### src/inc/qpd_pkg.sv
// constants, register map and carrier types of the quadrature position decoder
package qpd_pkg;

  // ==========================================================
  // bus geometry
  localparam int ADDR_W = 8;
  localparam int DATA_W = 32;
  localparam logic [1:0] RESP_OKAY = 2'h0;
  localparam logic [1:0] RESP_SLVERR = 2'h2;

  // ==========================================================
  // register byte offsets
  localparam logic [ADDR_W-1:0] OFS_CTRL = 8'h00;
  localparam logic [ADDR_W-1:0] OFS_UPPER_LIMIT = 8'h04;
  localparam logic [ADDR_W-1:0] OFS_POSITION = 8'h08;
  localparam logic [ADDR_W-1:0] OFS_DIRECTION = 8'h0c;
  localparam logic [ADDR_W-1:0] OFS_PHASE_ERR = 8'h10;
  localparam logic [ADDR_W-1:0] OFS_VEL_PERIOD = 8'h14;
  localparam logic [ADDR_W-1:0] OFS_VEL_RUNNING = 8'h18;
  localparam logic [ADDR_W-1:0] OFS_VEL_SAVED = 8'h1c;
  localparam logic [ADDR_W-1:0] OFS_INT_MASK = 8'h20;
  localparam logic [ADDR_W-1:0] OFS_INT_RAW = 8'h24;
  localparam logic [ADDR_W-1:0] OFS_INT_MASKED = 8'h28;

  // ==========================================================
  // control register fields
  localparam int CTRL_ENABLE = 0;
  localparam int CTRL_COUNT_BOTH = 1;
  localparam int CTRL_CLEAR_ON_INDEX = 2;
  localparam int CTRL_STEP_DIR = 3;
  localparam int CTRL_SWAP = 4;
  localparam int CTRL_VEL_ENABLE = 5;
  localparam int CTRL_PREDIV_LSB = 6;
  localparam int PREDIV_W = 3;
  localparam int CTRL_W = 9;

  // ==========================================================
  // interrupt bit positions
  localparam int INT_W = 4;
  localparam int INT_PHASE_ERROR = 0;
  localparam int INT_DIRECTION = 1;
  localparam int INT_VEL_PERIOD = 2;
  localparam int INT_INDEX = 3;

  // ==========================================================
  // reset values and direction codes
  localparam logic [DATA_W-1:0] RST_UPPER_LIMIT = 32'hffffffff;
  localparam logic [DATA_W-1:0] RST_VEL_PERIOD = 32'h00000001;
  localparam logic [DATA_W-1:0] DIR_FORWARD = 32'h00000001;
  localparam logic [DATA_W-1:0] DIR_REVERSE = 32'hffffffff;
  localparam int DIV_CNT_W = 7;

  // ==========================================================
  // carriers between bus slave and decoder
  typedef struct packed {
    logic en;
    logic [ADDR_W-1:0] addr;
    logic [DATA_W-1:0] data;
    logic [3:0] strb;
  } qpd_wr_s;

  typedef struct packed {
    logic en;
    logic [ADDR_W-1:0] addr;
  } qpd_rd_s;

  typedef struct packed {
    logic a;
    logic b;
    logic index;
  } qpd_pins_s;

  // ==========================================================
  // state records
  typedef struct packed {
    logic aw_held;
    logic [ADDR_W-1:0] aw_addr;
    logic w_held;
    logic [DATA_W-1:0] wdata;
    logic [3:0] wstrb;
    logic bvalid;
    logic berr;
    logic rvalid;
    logic rerr;
    logic [DATA_W-1:0] rdata;
  } qpd_axi_s;

  typedef struct packed {
    logic [CTRL_W-1:0] ctrl;
    logic [DATA_W-1:0] upper_limit;
    logic [DATA_W-1:0] position;
    logic [DATA_W-1:0] period;
    logic [DATA_W-1:0] timer;
    logic [DATA_W-1:0] vel_acc;
    logic [DATA_W-1:0] vel_saved;
    logic [DIV_CNT_W-1:0] div_cnt;
    logic dir_fwd;
    logic phase_err;
    logic [INT_W-1:0] int_mask;
    logic [INT_W-1:0] int_raw;
    qpd_pins_s prev;
  } qpd_core_s;

endpackage : qpd_pkg

### src/rtl/qpd_axil_slave.sv
// axi4-lite slave front end that turns bus transfers into register strobes
`timescale 1ns/100ps
module qpd_axil_slave (
  // clock, reset, enable
  input wire logic ref_clk,
  input wire logic rst_n,
  input wire logic clk_en,
  // axi4-lite write
  input wire logic [qpd_pkg::ADDR_W-1:0] s_axi_awaddr,
  input wire logic s_axi_awvalid,
  output logic s_axi_awready,
  input wire logic [qpd_pkg::DATA_W-1:0] s_axi_wdata,
  input wire logic [3:0] s_axi_wstrb,
  input wire logic s_axi_wvalid,
  output logic s_axi_wready,
  output logic [1:0] s_axi_bresp,
  output logic s_axi_bvalid,
  input wire logic s_axi_bready,
  // axi4-lite read
  input wire logic [qpd_pkg::ADDR_W-1:0] s_axi_araddr,
  input wire logic s_axi_arvalid,
  output logic s_axi_arready,
  output logic [qpd_pkg::DATA_W-1:0] s_axi_rdata,
  output logic [1:0] s_axi_rresp,
  output logic s_axi_rvalid,
  input wire logic s_axi_rready,
  // register side
  output qpd_pkg::qpd_wr_s reg_wr,
  output qpd_pkg::qpd_rd_s reg_rd,
  input wire logic [qpd_pkg::DATA_W-1:0] rd_data,
  input wire logic rd_err,
  input wire logic wr_err
);

  qpd_pkg::qpd_axi_s st_reg;
  qpd_pkg::qpd_axi_s st_next;

  // ==========================================================
  // handshakes
  // nothing is taken while frozen, so no item is lost under clk_en low
  assign s_axi_awready = clk_en & ~st_reg.aw_held;
  assign s_axi_wready = clk_en & ~st_reg.w_held;
  assign s_axi_arready = clk_en & ~st_reg.rvalid;
  assign s_axi_bvalid = st_reg.bvalid;
  assign s_axi_bresp = st_reg.berr ? qpd_pkg::RESP_SLVERR : qpd_pkg::RESP_OKAY;
  assign s_axi_rvalid = st_reg.rvalid;
  assign s_axi_rdata = st_reg.rdata;
  assign s_axi_rresp = st_reg.rerr ? qpd_pkg::RESP_SLVERR : qpd_pkg::RESP_OKAY;

  // write fires once both halves are held and the last answer is gone
  assign reg_wr.en = clk_en & st_reg.aw_held & st_reg.w_held & ~st_reg.bvalid;
  assign reg_wr.addr = st_reg.aw_addr;
  assign reg_wr.data = st_reg.wdata;
  assign reg_wr.strb = st_reg.wstrb;
  assign reg_rd.en = s_axi_arvalid & s_axi_arready;
  assign reg_rd.addr = s_axi_araddr;

  // ==========================================================
  // next state
  always_comb begin
    st_next = st_reg;
    if (s_axi_awvalid && s_axi_awready) begin
      st_next.aw_held = 1'b1;
      st_next.aw_addr = s_axi_awaddr;
    end
    if (s_axi_wvalid && s_axi_wready) begin
      st_next.w_held = 1'b1;
      st_next.wdata = s_axi_wdata;
      st_next.wstrb = s_axi_wstrb;
    end
    if (st_reg.bvalid && s_axi_bready) begin
      st_next.bvalid = 1'b0;
    end
    if (reg_wr.en) begin
      st_next.aw_held = 1'b0;
      st_next.w_held = 1'b0;
      st_next.bvalid = 1'b1;
      st_next.berr = wr_err;
    end
    if (st_reg.rvalid && s_axi_rready) begin
      st_next.rvalid = 1'b0;
    end
    if (reg_rd.en) begin
      st_next.rvalid = 1'b1;
      st_next.rdata = rd_data;
      st_next.rerr = rd_err;
    end
  end

  always_ff @(posedge ref_clk or negedge rst_n) begin
    if (!rst_n) begin
      st_reg <= '0;
    end else if (clk_en) begin
      st_reg <= st_next;
    end
  end

endmodule : qpd_axil_slave

### src/rtl/qpd_decoder.sv
// quadrature position decoder: edge decode, position, velocity, interrupts
// ==========================================================
// Summary of operation
// - Edges of the first channel only, or of both, feed position and velocity.
// - With clear-on-index the index event resets position; otherwise it leaves it.
// - Inputs are either two phase signals or a step clock plus direction level.
// - With swap set the two channel inputs are exchanged before decoding.
// - An upper limit bounds the position; a reverse index loads that limit.
// - Direction holds the last seen motion and reads as 1 forward, -1 reverse.
// - Both phase inputs changing at once sets a readable phase error.
// - Four sticky interrupt sources each cleared by a bitmask write.
// - A per-source mask decides which sources reach the interrupt output.
// - Interrupt status reads raw, and raw ANDed with the mask.
// - Velocity accumulates only while the decoder itself is enabled.
// - Edges are predivided by 1 to 128, summed over a period, saved, cleared.
// - Position is readable and writable; counting continues from a write.
//
// Implementation choices: the AXI4-Lite slave port and the address map.
`timescale 1ns/100ps
module qpd_decoder (
  // clock, reset, enable
  input wire logic ref_clk,
  input wire logic rst_n,
  input wire logic clk_en,
  // encoder pins
  input wire logic encoder_input_first,
  input wire logic encoder_input_second,
  input wire logic encoder_index,
  // axi4-lite write
  input wire logic [qpd_pkg::ADDR_W-1:0] s_axi_awaddr,
  input wire logic s_axi_awvalid,
  output logic s_axi_awready,
  input wire logic [qpd_pkg::DATA_W-1:0] s_axi_wdata,
  input wire logic [3:0] s_axi_wstrb,
  input wire logic s_axi_wvalid,
  output logic s_axi_wready,
  output logic [1:0] s_axi_bresp,
  output logic s_axi_bvalid,
  input wire logic s_axi_bready,
  // axi4-lite read
  input wire logic [qpd_pkg::ADDR_W-1:0] s_axi_araddr,
  input wire logic s_axi_arvalid,
  output logic s_axi_arready,
  output logic [qpd_pkg::DATA_W-1:0] s_axi_rdata,
  output logic [1:0] s_axi_rresp,
  output logic s_axi_rvalid,
  input wire logic s_axi_rready,
  // status
  output logic irq,
  output logic direction_forward,
  output logic phase_error
);

  qpd_pkg::qpd_core_s st_reg;
  qpd_pkg::qpd_core_s st_next;
  qpd_pkg::qpd_wr_s reg_wr;
  qpd_pkg::qpd_rd_s reg_rd;
  qpd_pkg::qpd_pins_s pins;
  logic [qpd_pkg::DATA_W-1:0] rd_data;
  logic rd_err;
  logic wr_err;

  // ==========================================================
  // bus front end
  qpd_axil_slave u_bus (
    .ref_clk(ref_clk),
    .rst_n(rst_n),
    .clk_en(clk_en),
    .s_axi_awaddr(s_axi_awaddr),
    .s_axi_awvalid(s_axi_awvalid),
    .s_axi_awready(s_axi_awready),
    .s_axi_wdata(s_axi_wdata),
    .s_axi_wstrb(s_axi_wstrb),
    .s_axi_wvalid(s_axi_wvalid),
    .s_axi_wready(s_axi_wready),
    .s_axi_bresp(s_axi_bresp),
    .s_axi_bvalid(s_axi_bvalid),
    .s_axi_bready(s_axi_bready),
    .s_axi_araddr(s_axi_araddr),
    .s_axi_arvalid(s_axi_arvalid),
    .s_axi_arready(s_axi_arready),
    .s_axi_rdata(s_axi_rdata),
    .s_axi_rresp(s_axi_rresp),
    .s_axi_rvalid(s_axi_rvalid),
    .s_axi_rready(s_axi_rready),
    .reg_wr(reg_wr),
    .reg_rd(reg_rd),
    .rd_data(rd_data),
    .rd_err(rd_err),
    .wr_err(wr_err)
  );

  // ==========================================================
  // control fields
  logic enable;
  logic count_both_channels;
  logic clear_position_on_index;
  logic step_direction_input_mode;
  logic inputs_exchanged;
  logic vel_enable;
  logic [qpd_pkg::PREDIV_W-1:0] velocity_predivide_setting;

  assign enable = st_reg.ctrl[qpd_pkg::CTRL_ENABLE];
  assign count_both_channels = st_reg.ctrl[qpd_pkg::CTRL_COUNT_BOTH];
  assign clear_position_on_index = st_reg.ctrl[qpd_pkg::CTRL_CLEAR_ON_INDEX];
  assign step_direction_input_mode = st_reg.ctrl[qpd_pkg::CTRL_STEP_DIR];
  assign inputs_exchanged = st_reg.ctrl[qpd_pkg::CTRL_SWAP];
  assign vel_enable = st_reg.ctrl[qpd_pkg::CTRL_VEL_ENABLE];
  assign velocity_predivide_setting =
    st_reg.ctrl[qpd_pkg::CTRL_PREDIV_LSB +: qpd_pkg::PREDIV_W];

  // ==========================================================
  // input decode
  // optional swap
  assign pins.a = inputs_exchanged ? encoder_input_second : encoder_input_first;
  assign pins.b = inputs_exchanged ? encoder_input_first : encoder_input_second;
  assign pins.index = encoder_index;

  logic a_chg;
  logic b_chg;
  logic step_edge;
  logic move_fwd;
  logic count_edge;

  logic phase_error_event;
  logic index_seen_event;
  logic direction_change_event;
  logic velocity_period_event;

  logic div_tick;
  logic [qpd_pkg::DIV_CNT_W-1:0] div_last;

  assign a_chg = pins.a ^ st_reg.prev.a;
  assign b_chg = pins.b ^ st_reg.prev.b;
  // step mode: rising first input
  assign step_edge = pins.a & ~st_reg.prev.a;

  always_comb begin
    if (step_direction_input_mode) begin
      count_edge = enable & step_edge;
      move_fwd = pins.b;
    end else begin
      count_edge = enable & (a_chg ^ b_chg) & (a_chg | count_both_channels);
      move_fwd = pins.a ^ st_reg.prev.b;
    end
  end

  assign phase_error_event = enable & ~step_direction_input_mode & a_chg & b_chg;
  // index acts on its rising edge
  assign index_seen_event = enable & pins.index & ~st_reg.prev.index;

  assign direction_change_event = count_edge & (move_fwd != st_reg.dir_fwd);

  assign div_last = qpd_pkg::DIV_CNT_W'((1 << velocity_predivide_setting) - 1);
  assign div_tick = count_edge & (st_reg.div_cnt == div_last);

  // timer runs only with the decoder enabled
  assign velocity_period_event = enable & vel_enable &
    (st_reg.timer >= st_reg.period - 32'h00000001);

  // ==========================================================
  // register map
  // unstrobed lanes keep old bytes
  function automatic logic [31:0] merge(input logic [31:0] old_v, input logic [31:0] new_v,
                                         input logic [3:0] strb);
    logic [31:0] m;
    m = {{8{strb[3]}}, {8{strb[2]}}, {8{strb[1]}}, {8{strb[0]}}};
    return (old_v & ~m) | (new_v & m);
  endfunction : merge

  logic [qpd_pkg::INT_W-1:0] int_masked;
  assign int_masked = st_reg.int_raw & st_reg.int_mask;

  // unmapped: zero data, error
  always_comb begin
    rd_err = 1'b0;
    rd_data = '0;
    unique case (reg_rd.addr)
      qpd_pkg::OFS_CTRL: rd_data = 32'(st_reg.ctrl);
      qpd_pkg::OFS_UPPER_LIMIT: rd_data = st_reg.upper_limit;
      qpd_pkg::OFS_POSITION: rd_data = st_reg.position;
      qpd_pkg::OFS_DIRECTION: rd_data = st_reg.dir_fwd ? qpd_pkg::DIR_FORWARD
                                                       : qpd_pkg::DIR_REVERSE;
      qpd_pkg::OFS_PHASE_ERR: rd_data = 32'(st_reg.phase_err);
      qpd_pkg::OFS_VEL_PERIOD: rd_data = st_reg.period;
      qpd_pkg::OFS_VEL_RUNNING: rd_data = st_reg.vel_acc;
      qpd_pkg::OFS_VEL_SAVED: rd_data = st_reg.vel_saved;
      qpd_pkg::OFS_INT_MASK: rd_data = 32'(st_reg.int_mask);
      qpd_pkg::OFS_INT_RAW: rd_data = 32'(st_reg.int_raw);
      qpd_pkg::OFS_INT_MASKED: rd_data = 32'(int_masked);
      default: rd_err = 1'b1;
    endcase
  end

  always_comb begin
    unique case (reg_wr.addr)
      qpd_pkg::OFS_CTRL, qpd_pkg::OFS_UPPER_LIMIT, qpd_pkg::OFS_POSITION,
      qpd_pkg::OFS_PHASE_ERR, qpd_pkg::OFS_VEL_PERIOD, qpd_pkg::OFS_INT_MASK,
      qpd_pkg::OFS_INT_RAW: wr_err = 1'b0;
      default: wr_err = 1'b1;
    endcase
  end

  // ==========================================================
  // next state
  logic [qpd_pkg::INT_W-1:0] int_set;
  logic [qpd_pkg::INT_W-1:0] int_clr;
  logic [31:0] merged;

  always_comb begin
    st_next = st_reg;
    merged = merge(32'h00000000, reg_wr.data, reg_wr.strb);
    int_clr = '0;
    // samples track even while disabled so enabling makes no false edge
    st_next.prev = pins;

    // position counting, wrap at the upper limit
    if (count_edge) begin
      st_next.dir_fwd = move_fwd;
      if (move_fwd) begin
        st_next.position = (st_reg.position >= st_reg.upper_limit) ? '0
                         : st_reg.position + 32'h00000001;
      end else begin
        st_next.position = (st_reg.position == '0) ? st_reg.upper_limit
                         : st_reg.position - 32'h00000001;
      end
    end

    // index reset only in clear mode
    if (index_seen_event && clear_position_on_index) begin
      st_next.position = st_next.dir_fwd ? '0 : st_reg.upper_limit;
    end

    // phase error is sticky until written
    if (phase_error_event) begin
      st_next.phase_err = 1'b1;
    end

    // accumulate predivided edges over the period
    if (enable && vel_enable) begin
      if (count_edge) begin
        st_next.div_cnt = div_tick ? '0 : st_reg.div_cnt + 7'h01;
      end

      if (velocity_period_event) begin
        st_next.vel_saved = st_reg.vel_acc + 32'(div_tick);
        st_next.vel_acc = '0;
        st_next.timer = '0;
      end else begin
        st_next.vel_acc = st_reg.vel_acc + 32'(div_tick);
        st_next.timer = st_reg.timer + 32'h00000001;
      end
    end else begin
      st_next.timer = '0;
      // no stale edges in a new period
      st_next.vel_acc = '0;
      st_next.div_cnt = '0;
    end

    // software writes; a position write wins over counting in that cycle
    if (reg_wr.en) begin
      unique case (reg_wr.addr)
        qpd_pkg::OFS_CTRL: begin
          // enable bit starts and stops decoding
          st_next.ctrl = qpd_pkg::CTRL_W'(merge(32'(st_reg.ctrl), reg_wr.data, reg_wr.strb));
        end
        qpd_pkg::OFS_UPPER_LIMIT: begin
          st_next.upper_limit = merge(st_reg.upper_limit, reg_wr.data, reg_wr.strb);
        end
        qpd_pkg::OFS_POSITION: begin
          // counting resumes from the written value
          st_next.position = merge(st_reg.position, reg_wr.data, reg_wr.strb);
        end
        qpd_pkg::OFS_PHASE_ERR: begin
          if (merged[0] && !phase_error_event) begin
            st_next.phase_err = 1'b0;
          end
        end
        qpd_pkg::OFS_VEL_PERIOD: begin
          // zero would never expire; it is held at one instead
          st_next.period = merge(st_reg.period, reg_wr.data, reg_wr.strb);
          if (st_next.period == '0) begin
            st_next.period = qpd_pkg::RST_VEL_PERIOD;
          end
        end
        qpd_pkg::OFS_INT_MASK: begin
          st_next.int_mask = merged[qpd_pkg::INT_W-1:0];
        end
        qpd_pkg::OFS_INT_RAW: begin
          int_clr = merged[qpd_pkg::INT_W-1:0];
        end
        default: begin
        end
      endcase
    end

    // a read of the raw status also clears it
    if (reg_rd.en && reg_rd.addr == qpd_pkg::OFS_INT_RAW) begin
      int_clr = '1;
    end

    // sticky sources, new events win over a clear
    int_set = '0;
    int_set[qpd_pkg::INT_PHASE_ERROR] = phase_error_event;
    int_set[qpd_pkg::INT_DIRECTION] = direction_change_event;
    int_set[qpd_pkg::INT_VEL_PERIOD] = velocity_period_event;
    int_set[qpd_pkg::INT_INDEX] = index_seen_event;
    st_next.int_raw = (st_reg.int_raw & ~int_clr) | int_set;
  end

  // ==========================================================
  // state register
  always_ff @(posedge ref_clk or negedge rst_n) begin
    if (!rst_n) begin
      st_reg <= '0;
      st_reg.upper_limit <= qpd_pkg::RST_UPPER_LIMIT;
      st_reg.period <= qpd_pkg::RST_VEL_PERIOD;
      // forward until motion is seen
      st_reg.dir_fwd <= 1'b1;
    end else if (clk_en) begin
      st_reg <= st_next;
    end
  end

  // only enabled sources reach the output
  assign irq = |int_masked;

  assign direction_forward = st_reg.dir_fwd;
  assign phase_error = st_reg.phase_err;

endmodule : qpd_decoder

### config.mk
export PLATFORM = sky130hd
export DESIGN_NAME = qpd_decoder
export DESIGN_NICKNAME = d
export VERILOG_FILES = /design/src/inc/qpd_pkg.sv /design/src/rtl/qpd_axil_slave.sv /design/src/rtl/qpd_decoder.sv
export SDC_FILE = /design/constraint.sdc
export NUM_CORES = 1
export LEC_CHECK = 0
export BUFFER_PORTS_ARGS = -buffer_cell sky130_fd_sc_hd__buf_4
export CAP_MARGIN = 30
export CORE_UTILIZATION = 57
export CTS_CLUSTER_DIAMETER = 80
export DETAILED_ROUTE_END_ITERATION = 8
export PLACE_DENSITY = 0.78
export SLEW_MARGIN = 20
export SYNTH_ARGS = -nofsm -noshare
export SYNTH_HDL_FRONTEND = slang
export SYNTH_SLANG_ARGS = --single-unit
### constraint.sdc
create_clock -name ref_clk -period 5 [get_ports ref_clk]
set_clock_uncertainty 0.2 [all_clocks]
set_input_delay 1.25 -clock ref_clk [delete_from_list [all_inputs] [get_ports ref_clk]]
set_output_delay 1.25 -clock ref_clk [all_outputs]
set_load 0.02 [all_outputs]
==> results of run 1 <==
-- routing by layer --
metal / GRT usage (%) / vias up
li1: - / 8594
met5: 0 / -
met2: 61.1 / 1186
met1: 50.4 / 9561
met4: 20.3 / 2
met3: 7.67 / 251
-- final cells by class --
| class | instances | area [um^2] |
|---|---|---|
| fill | 2855 | 12100 |
| multi-input combinational | 1707 | 11500 |
| sequential | 303 | 7620 |
| timing repair buffer | 180 | 1430 |
| clock buffer | 49 | 998 |
| tap | 455 | 569 |
| inverter | 112 | 420 |
| clock inverter | 15 | 168 |
-- how the worst max path moves through the flow --
stage | start | to | slack, ns | cells past startpoint
3_3_place_gp | encoder_input_second | st_reg[51] | 0.002 | 15
2_1_floorplan | encoder_input_second | st_reg[48] | 0.01 | 15
3_5_place_dp | encoder_input_second | st_reg[51] | -0.09 | 15
6_report | st_reg[123] | st_reg[25] | 0.24 | 13
4_1_cts | st_reg[123] | st_reg[93] | 0.13 | 14
5_1_grt | st_reg[120] | st_reg[105] | -0.08 | 16
-- synthesized netlist by cell type, drive strengths merged, types with 56 or more instances --
cell	instances
ha	74
o22ai	56
a31oi	69
inv	112
buf	67
nor2	115
mux2	147
nand4	64
a21oi	112
nand3	83
dfrtp	269
o21ai	107
nand2	271
clkbuf	133
nor3	58
-- kinds of logic after synthesis --
kind of cell / share of synthesized area (%)
multiplexers: 8.67
other: 0.0185
adder cells (fa/ha/maj): 4.56
AND/OR/NAND/NOR: 19.7
flip-flops: 37.6
XOR/XNOR: 3.32
buffers and inverters: 6.59
AO/OA/AOI/OAI: 19.6
-- worst max-delay path, delay by kind of cell, from the launching register on --
family | cells | cell delay, ns
flops | 1 | 0.42
simple gates | 7 | 2.26
compound gates | 2 | 0.60
mux | 1 | 0.38
fa+ha+maj | 1 | 0.31
buf+inv | 1 | 0.26
xor+xnor | 1 | 0.17
-- stage by stage --
stage	setup WS [ns]	utilization (%)	hold slack [ns]	cells	instance area, um^2
4_1_cts	0.131	65.2	0.288	2818	22700
3_5_place_dp	-0.0868	61.8	0.274	2754	21500
3_3_place_gp	0.00196	61.8	0.267	2754	21500
6_report	0.244	65.3	0.280	2821	22700
2_1_floorplan	0.0124	-	0.251	2322	20400
5_1_grt	-0.0762	65.3	0.311	2821	22700
-- report_power, final --
| group | switching, mW | internal (mW) | leakage, nW |
|---|---|---|---|
| Clock | 1.10 | 1.56 | 0.578 |
| Sequential | 0.774 | 2.79 | 3.93 |
| Combinational | 1.32 | 1.01 | 5.09 |
-- what timing repair did --
| item | CTS | global route |
|---|---|---|
| pin swaps | 0 | 1 |
| resized for setup | 2 | 6 |
| cloned | 0 | 0 |
| hold endpoints to repair | 0 | 0 |
| setup endpoints to repair | 23 | 94 |
| setup buffers | 0 | 0 |
==> run metrics, run 1 <==
Post-route DRC=0; max incr delay on CP=0.56 ns; CTS Root Buffer Type=clkbuf_16; fin crit share=95.1%; die area=36400 um^2; gr usage total=38.8%; most frequent cells in the layout=nand2_1 (269), dfrtp_1 (269), buf_4 (170); reg2reg setup slack=0.24 ns; largest net degree at the start of global routing=115; Tot Pwr=8.54 mW; routed vias=19594; area share of the largest cell type after synthesis=33.2%; sequential share of the synthesized area=37.6%; DR top layer=met5; Crit. End Element=flop; core area=34800 um^2; reg2reg end=st_reg[25]; Max Buffers Root-to-Sink=3; Avg Cell Area, Syn=8.75 um^2; WL final=69.3 mm; # IOs=roughly 110; Worst-Margin Slew=1.02 ns; Iteration-0 DRC Markers=2356; metal3 WL=6.63 mm; Sink Count=303; Seq cells post-synth=303; # rows=68; most frequent CP cell=or4_1; Initial DRT Pass Iterations=6; Reg-to-Reg Start=st_reg[123]; aggregate negative setup slack=0 ns; CTS H-tree depth=2; CP max stage cell=or4_4; Setup violations, final=0; Final Critical Period=4.76 ns; status=finished clean; max cap viols=0; hold-critical path depth=2; via/cell ratio=slightly below 7; Port Buffers=~100; WHS Endpoint=u_bus.s_axi_rdata[15]; Reg2Reg Depth=13; final hold viol count=0; top cells by area, synth=dfrtp_1 (33%), mux2_2 (8.2%), nand2_1 (5.0%), ha_1 (4.6%), dfstp_2 (4.4%); Mapped Area=~20000 um^2; initial antenna violation count=1; critical path peak fanout=33; Die Ht=191 um; worst min path class=reg2reg; hold path start=u_bus.s_axi_rdata[15]; # diodes=0; Final HPWL DP=48.4 mm; global-route wire length before repair=109 mm; fmax=210 MHz; Post-Route M1 WL=27.4 mm; Synth async-reset ratio=100%; leakage=9.60 nW; cell taking the most area after synthesis=dfrtp_1; Main synth FF type=dfrtp_1; Routed Antenna Nets=0; clk slew on worst S/H paths=0.06 ns; Nets=between 2000 and 2500; Post-synth EDFFs=0; GP Congestion=0.997; Die X-Extent=191 um; post-cts hold buffer count=0; yosys warns=0; worst path arrival time=approximately 5.0 ns; fin. max-slew vios=0; Power Density=376 nW/um^2; RSZ-0062 raised after global routing=yes; Slew HR=between 30 and 40%; WS Path Type=reg2reg; Worst-Skew Late Latency=0.56 ns; met2 WL post-DR=between 30 and 40 mm; Avg WL per Cell=24.6 um; grt ovf=0; Worst EP required=roughly 5.2 ns; layout cells sized above 1=about a fifth; Area growth syn-to-layout=12.0%; post-synthesis cell type count=83; worst vdd ir=0.397 mV; Cell Chain, Critical Path=or2_2 > or4_1 > or4_4 > or4_1 > xor2_1 > ha_1 > nand4_1 > nand2b_1 > a211oi_1 > nor2_1 > a211oi_4 > buf_12 > mux2_2; starting density of the core=58.3%; CTS tree=built; vias in the first global route=19255; Syn Inst Count=2321; CP Launch Type=flop; total CTS buffers=35
Power figures use the tool's default switching activity.
==> run 2, diff against run 1 <==
--- a/config.mk
+++ b/config.mk
@@ -5,6 +5,7 @@
 export SDC_FILE = /design/constraint.sdc
 export NUM_CORES = 1
 export LEC_CHECK = 0
+export ABC_AREA = 1
 export BUFFER_PORTS_ARGS = -buffer_cell sky130_fd_sc_hd__buf_4
 export CAP_MARGIN = 30
 export CORE_UTILIZATION = 57
==> run metrics, run 2 <==
status=finished clean; post-synthesis cell type count=65 (-22%); Final HPWL DP=57.9 mm (+19%); yosys warns=0 (unchanged); Setup Buffers After CTS=0 (unchanged); Port Buffers=104 (unchanged); Finished Core Util=63.3% (-2.1 points); met2 WL post-DR=33.0 mm (+5.7%); Max Buffers Root-to-Sink=3 (unchanged); WHS Endpoint=u_bus.s_axi_rdata[5]; # diodes=0 (unchanged); max cap viols=0 (unchanged); routed vias=21813 (+11%); Routed Antenna Nets=0 (unchanged); most frequent cells in the layout=nand2_1 (807), inv_1 (315), nor2_1 (290); post-CTS sizing=0 (-2); Mapped Area=21700 um^2 (+6.8%); Avg Cell Area, Syn=7.05 um^2 (-19%); hold-critical path depth=1 (-1); Worst-Margin Slew=1.03 ns (+0.00943 ns); metal3 WL=6.58 mm (-0.69%); DR top layer=met4; clk slew on worst S/H paths=0.06 ns (about the same); fin crit share=86.3% (-8.8 points); Main synth FF type=dfrtp_1; GP Congestion=1.00 (+0.63%); die area=38800 um^2 (+6.7%); gr usage total=40.0% (+1.3 points); cell taking the most area after synthesis=dfrtp_1; Cell Chain, Critical Path=inv_1 > nand2_1 > ha_1 > inv_1 > o21ai_0 > nor2_1 > inv_1 > nand2_1 > nor3_1 > ha_1 > ha_1 > inv_1 > nor3_2 > nand2_1 > nor2_1 > inv_1 > nor4_1 > xor2_1 > o22ai_1; most frequent CP cell=inv_1; WS Path Type=reg2reg; Fillers=3477 (+22%); Worst-Skew Late Latency=0.56 ns (about the same); Final Critical Period=4.31 ns (-0.441 ns); CTS tree=built; FF/Latch Area=7620 um^2 (unchanged); grt ovf=0 (unchanged); Die X-Extent=197 um (+3.3%); dpl ws=0.190 ns (+0.277 ns); commonest non-fill, non-tap cell in the layout=nand2_1; fmax=232 MHz (+10%); Nets=3220 (+30%); Setup violations, final=0 (unchanged); via/cell ratio=6.03 (-13%); Post-route DRC=0 (unchanged); CTS Root Buffer Type=clkbuf_16; DP Area=22500 um^2 (+4.5%); reg2reg setup slack=0.69 ns (+0.44 ns); CTS H-tree depth=2 (unchanged); Commonest cells post-synth=nand2_1 (810), inv_1 (315), nor2_1 (290); Avg WL per Cell=21.2 um (-14%); core area=37600 um^2 (+8.0%); Worst EP required=5.21 ns (-0.03 ns); top cells by area, synth=dfrtp_1 (31%), nand2_1 (14%), inv_1 (5.5%), nor2_1 (5.0%), xor2_1 (4.7%); CP max stage cell=dfrtp_1; aggregate negative setup slack=0 ns (unchanged); PnR worst setup slack=0.685 ns (+0.441 ns); area share of the largest cell type after synthesis=31.0% (-2.1 points); leakage=11.1 nW (+16%); Initial DRT Pass Iterations=6 (unchanged); Area growth syn-to-layout=9.59%; # IOs=107 (unchanged); CP Launch Type=flop; Post-synth EDFFs=0 (unchanged); Syn Inst Count=3077 (+33%); hold path start=u_bus.s_axi_rdata[5]; Die Ht=197 um (+3.3%); fin. max-slew vios=0 (unchanged); total CTS buffers=36 (+2.9%); sequential share of the synthesized area=35.2% (-2.4 points); Slew HR=31.6% (-0.63 points); cell with the most instances after synthesis=nand2_1; Crit. End Element=flop; global-route wire length before repair=119 mm (+9.5%); fin cells=3620 (+28%); largest net degree at the start of global routing=121 (+5.2%); WL final=76.8 mm (+11%); initial antenna violation count=1 (unchanged); final hold viol count=0 (unchanged); starting density of the core=57.7% (-0.63 points); post-cts hold buffer count=0 (unchanged); Seq cells post-synth=303 (unchanged); RSZ-0062 raised after global routing=no; Synth async-reset ratio=100% (unchanged); # placed instances=3556 (+29%); worst path bufs/invs=5 (+4); Post-Route M1 WL=33.0 mm (+21%); delay-heaviest family, CP=simple AND/OR/NAND/NOR gates; Iteration-0 DRC Markers=2264 (-3.9%); Sink Count=303 (unchanged); # rows=71 (+4.4%); Reg2Reg Depth=19 (+6); layout cells sized above 1=11.7% (-8.2 points); worst vdd ir=0.497 mV (+25%); final instance area=23800 um^2 (+4.5%); area of the multi-input gates=11800 um^2 (+2.7%); max incr delay on CP=0.55 ns (about the same); worst path arrival time=4.53 ns (-0.47 ns); vias in the first global route=20665 (+7.3%); reg2reg end=st_reg[82]; worst min path class=reg2reg; critical path peak fanout=7 (-79%); Power Density=576 nW/um^2 (+53%)
[run 2: how the worst max path moves through the flow]
stage,end,cells past startpoint,from,slack [ns]
after floorplan,st_reg[82],20,encoder_input_first,0.73
after global placement,st_reg[82],20,encoder_input_second,0.32
after detailed placement,st_reg[82],20,encoder_input_first,0.19
after CTS,st_reg[82],19,flop,0.75
after global routing,st_reg[82],19,flop,0.31
final,st_reg[82],19,flop,0.69
[run 2: area by class of cell]
class	instances	area share, %
inverter	335	5.29
multi-input combinational	2268	49.8
sequential	303	32.1
tap	511	2.69
clock inverter	17	1.25
clock buffer	47	4.22
timing repair buffer	139	4.63
[run 2: power breakdown]
| group | internal, mW | switching, mW | total [mW] |
|---|---|---|---|
| Clock | 1.83 | 1.10 | 2.93 |
| Sequential | 2.89 | 0.741 | 3.63 |
| Combinational | 2.06 | 5.06 | 7.12 |
[run 2: per-layer routing]
layer	vias up	GRT usage [%]
met2	1160	60.5
li1	10083	-
met4	0	20.3
met3	223	6.59
met1	10347	55.5
met5	-	0
[run 2: cells by family after synthesis]
family                     after synthesis  synth area share [%]
DFF                                    303                  35.2
buffers and inverters                  507                  10.3
and+or+nand+nor                       1491                  30.4
muxes                                    6                 0.306
xor gates and xnor gates               128                  5.17
adders and majority gates               74                  4.27
other                                    1                0.0173
AOI/OAI and AO/OA                      567                  14.4
[run 2: stage by stage]
| step | power (mW) | hold slack (ns) |
|---|---|---|
| finish | 13.7 | 0.287 |
| floorplan | 8.46 | 0.250 |
| CTS | 13.5 | 0.284 |
| global placement | 10.4 | 0.261 |
| global route | 14.5 | 0.302 |
| detailed placement | 10.5 | 0.267 |
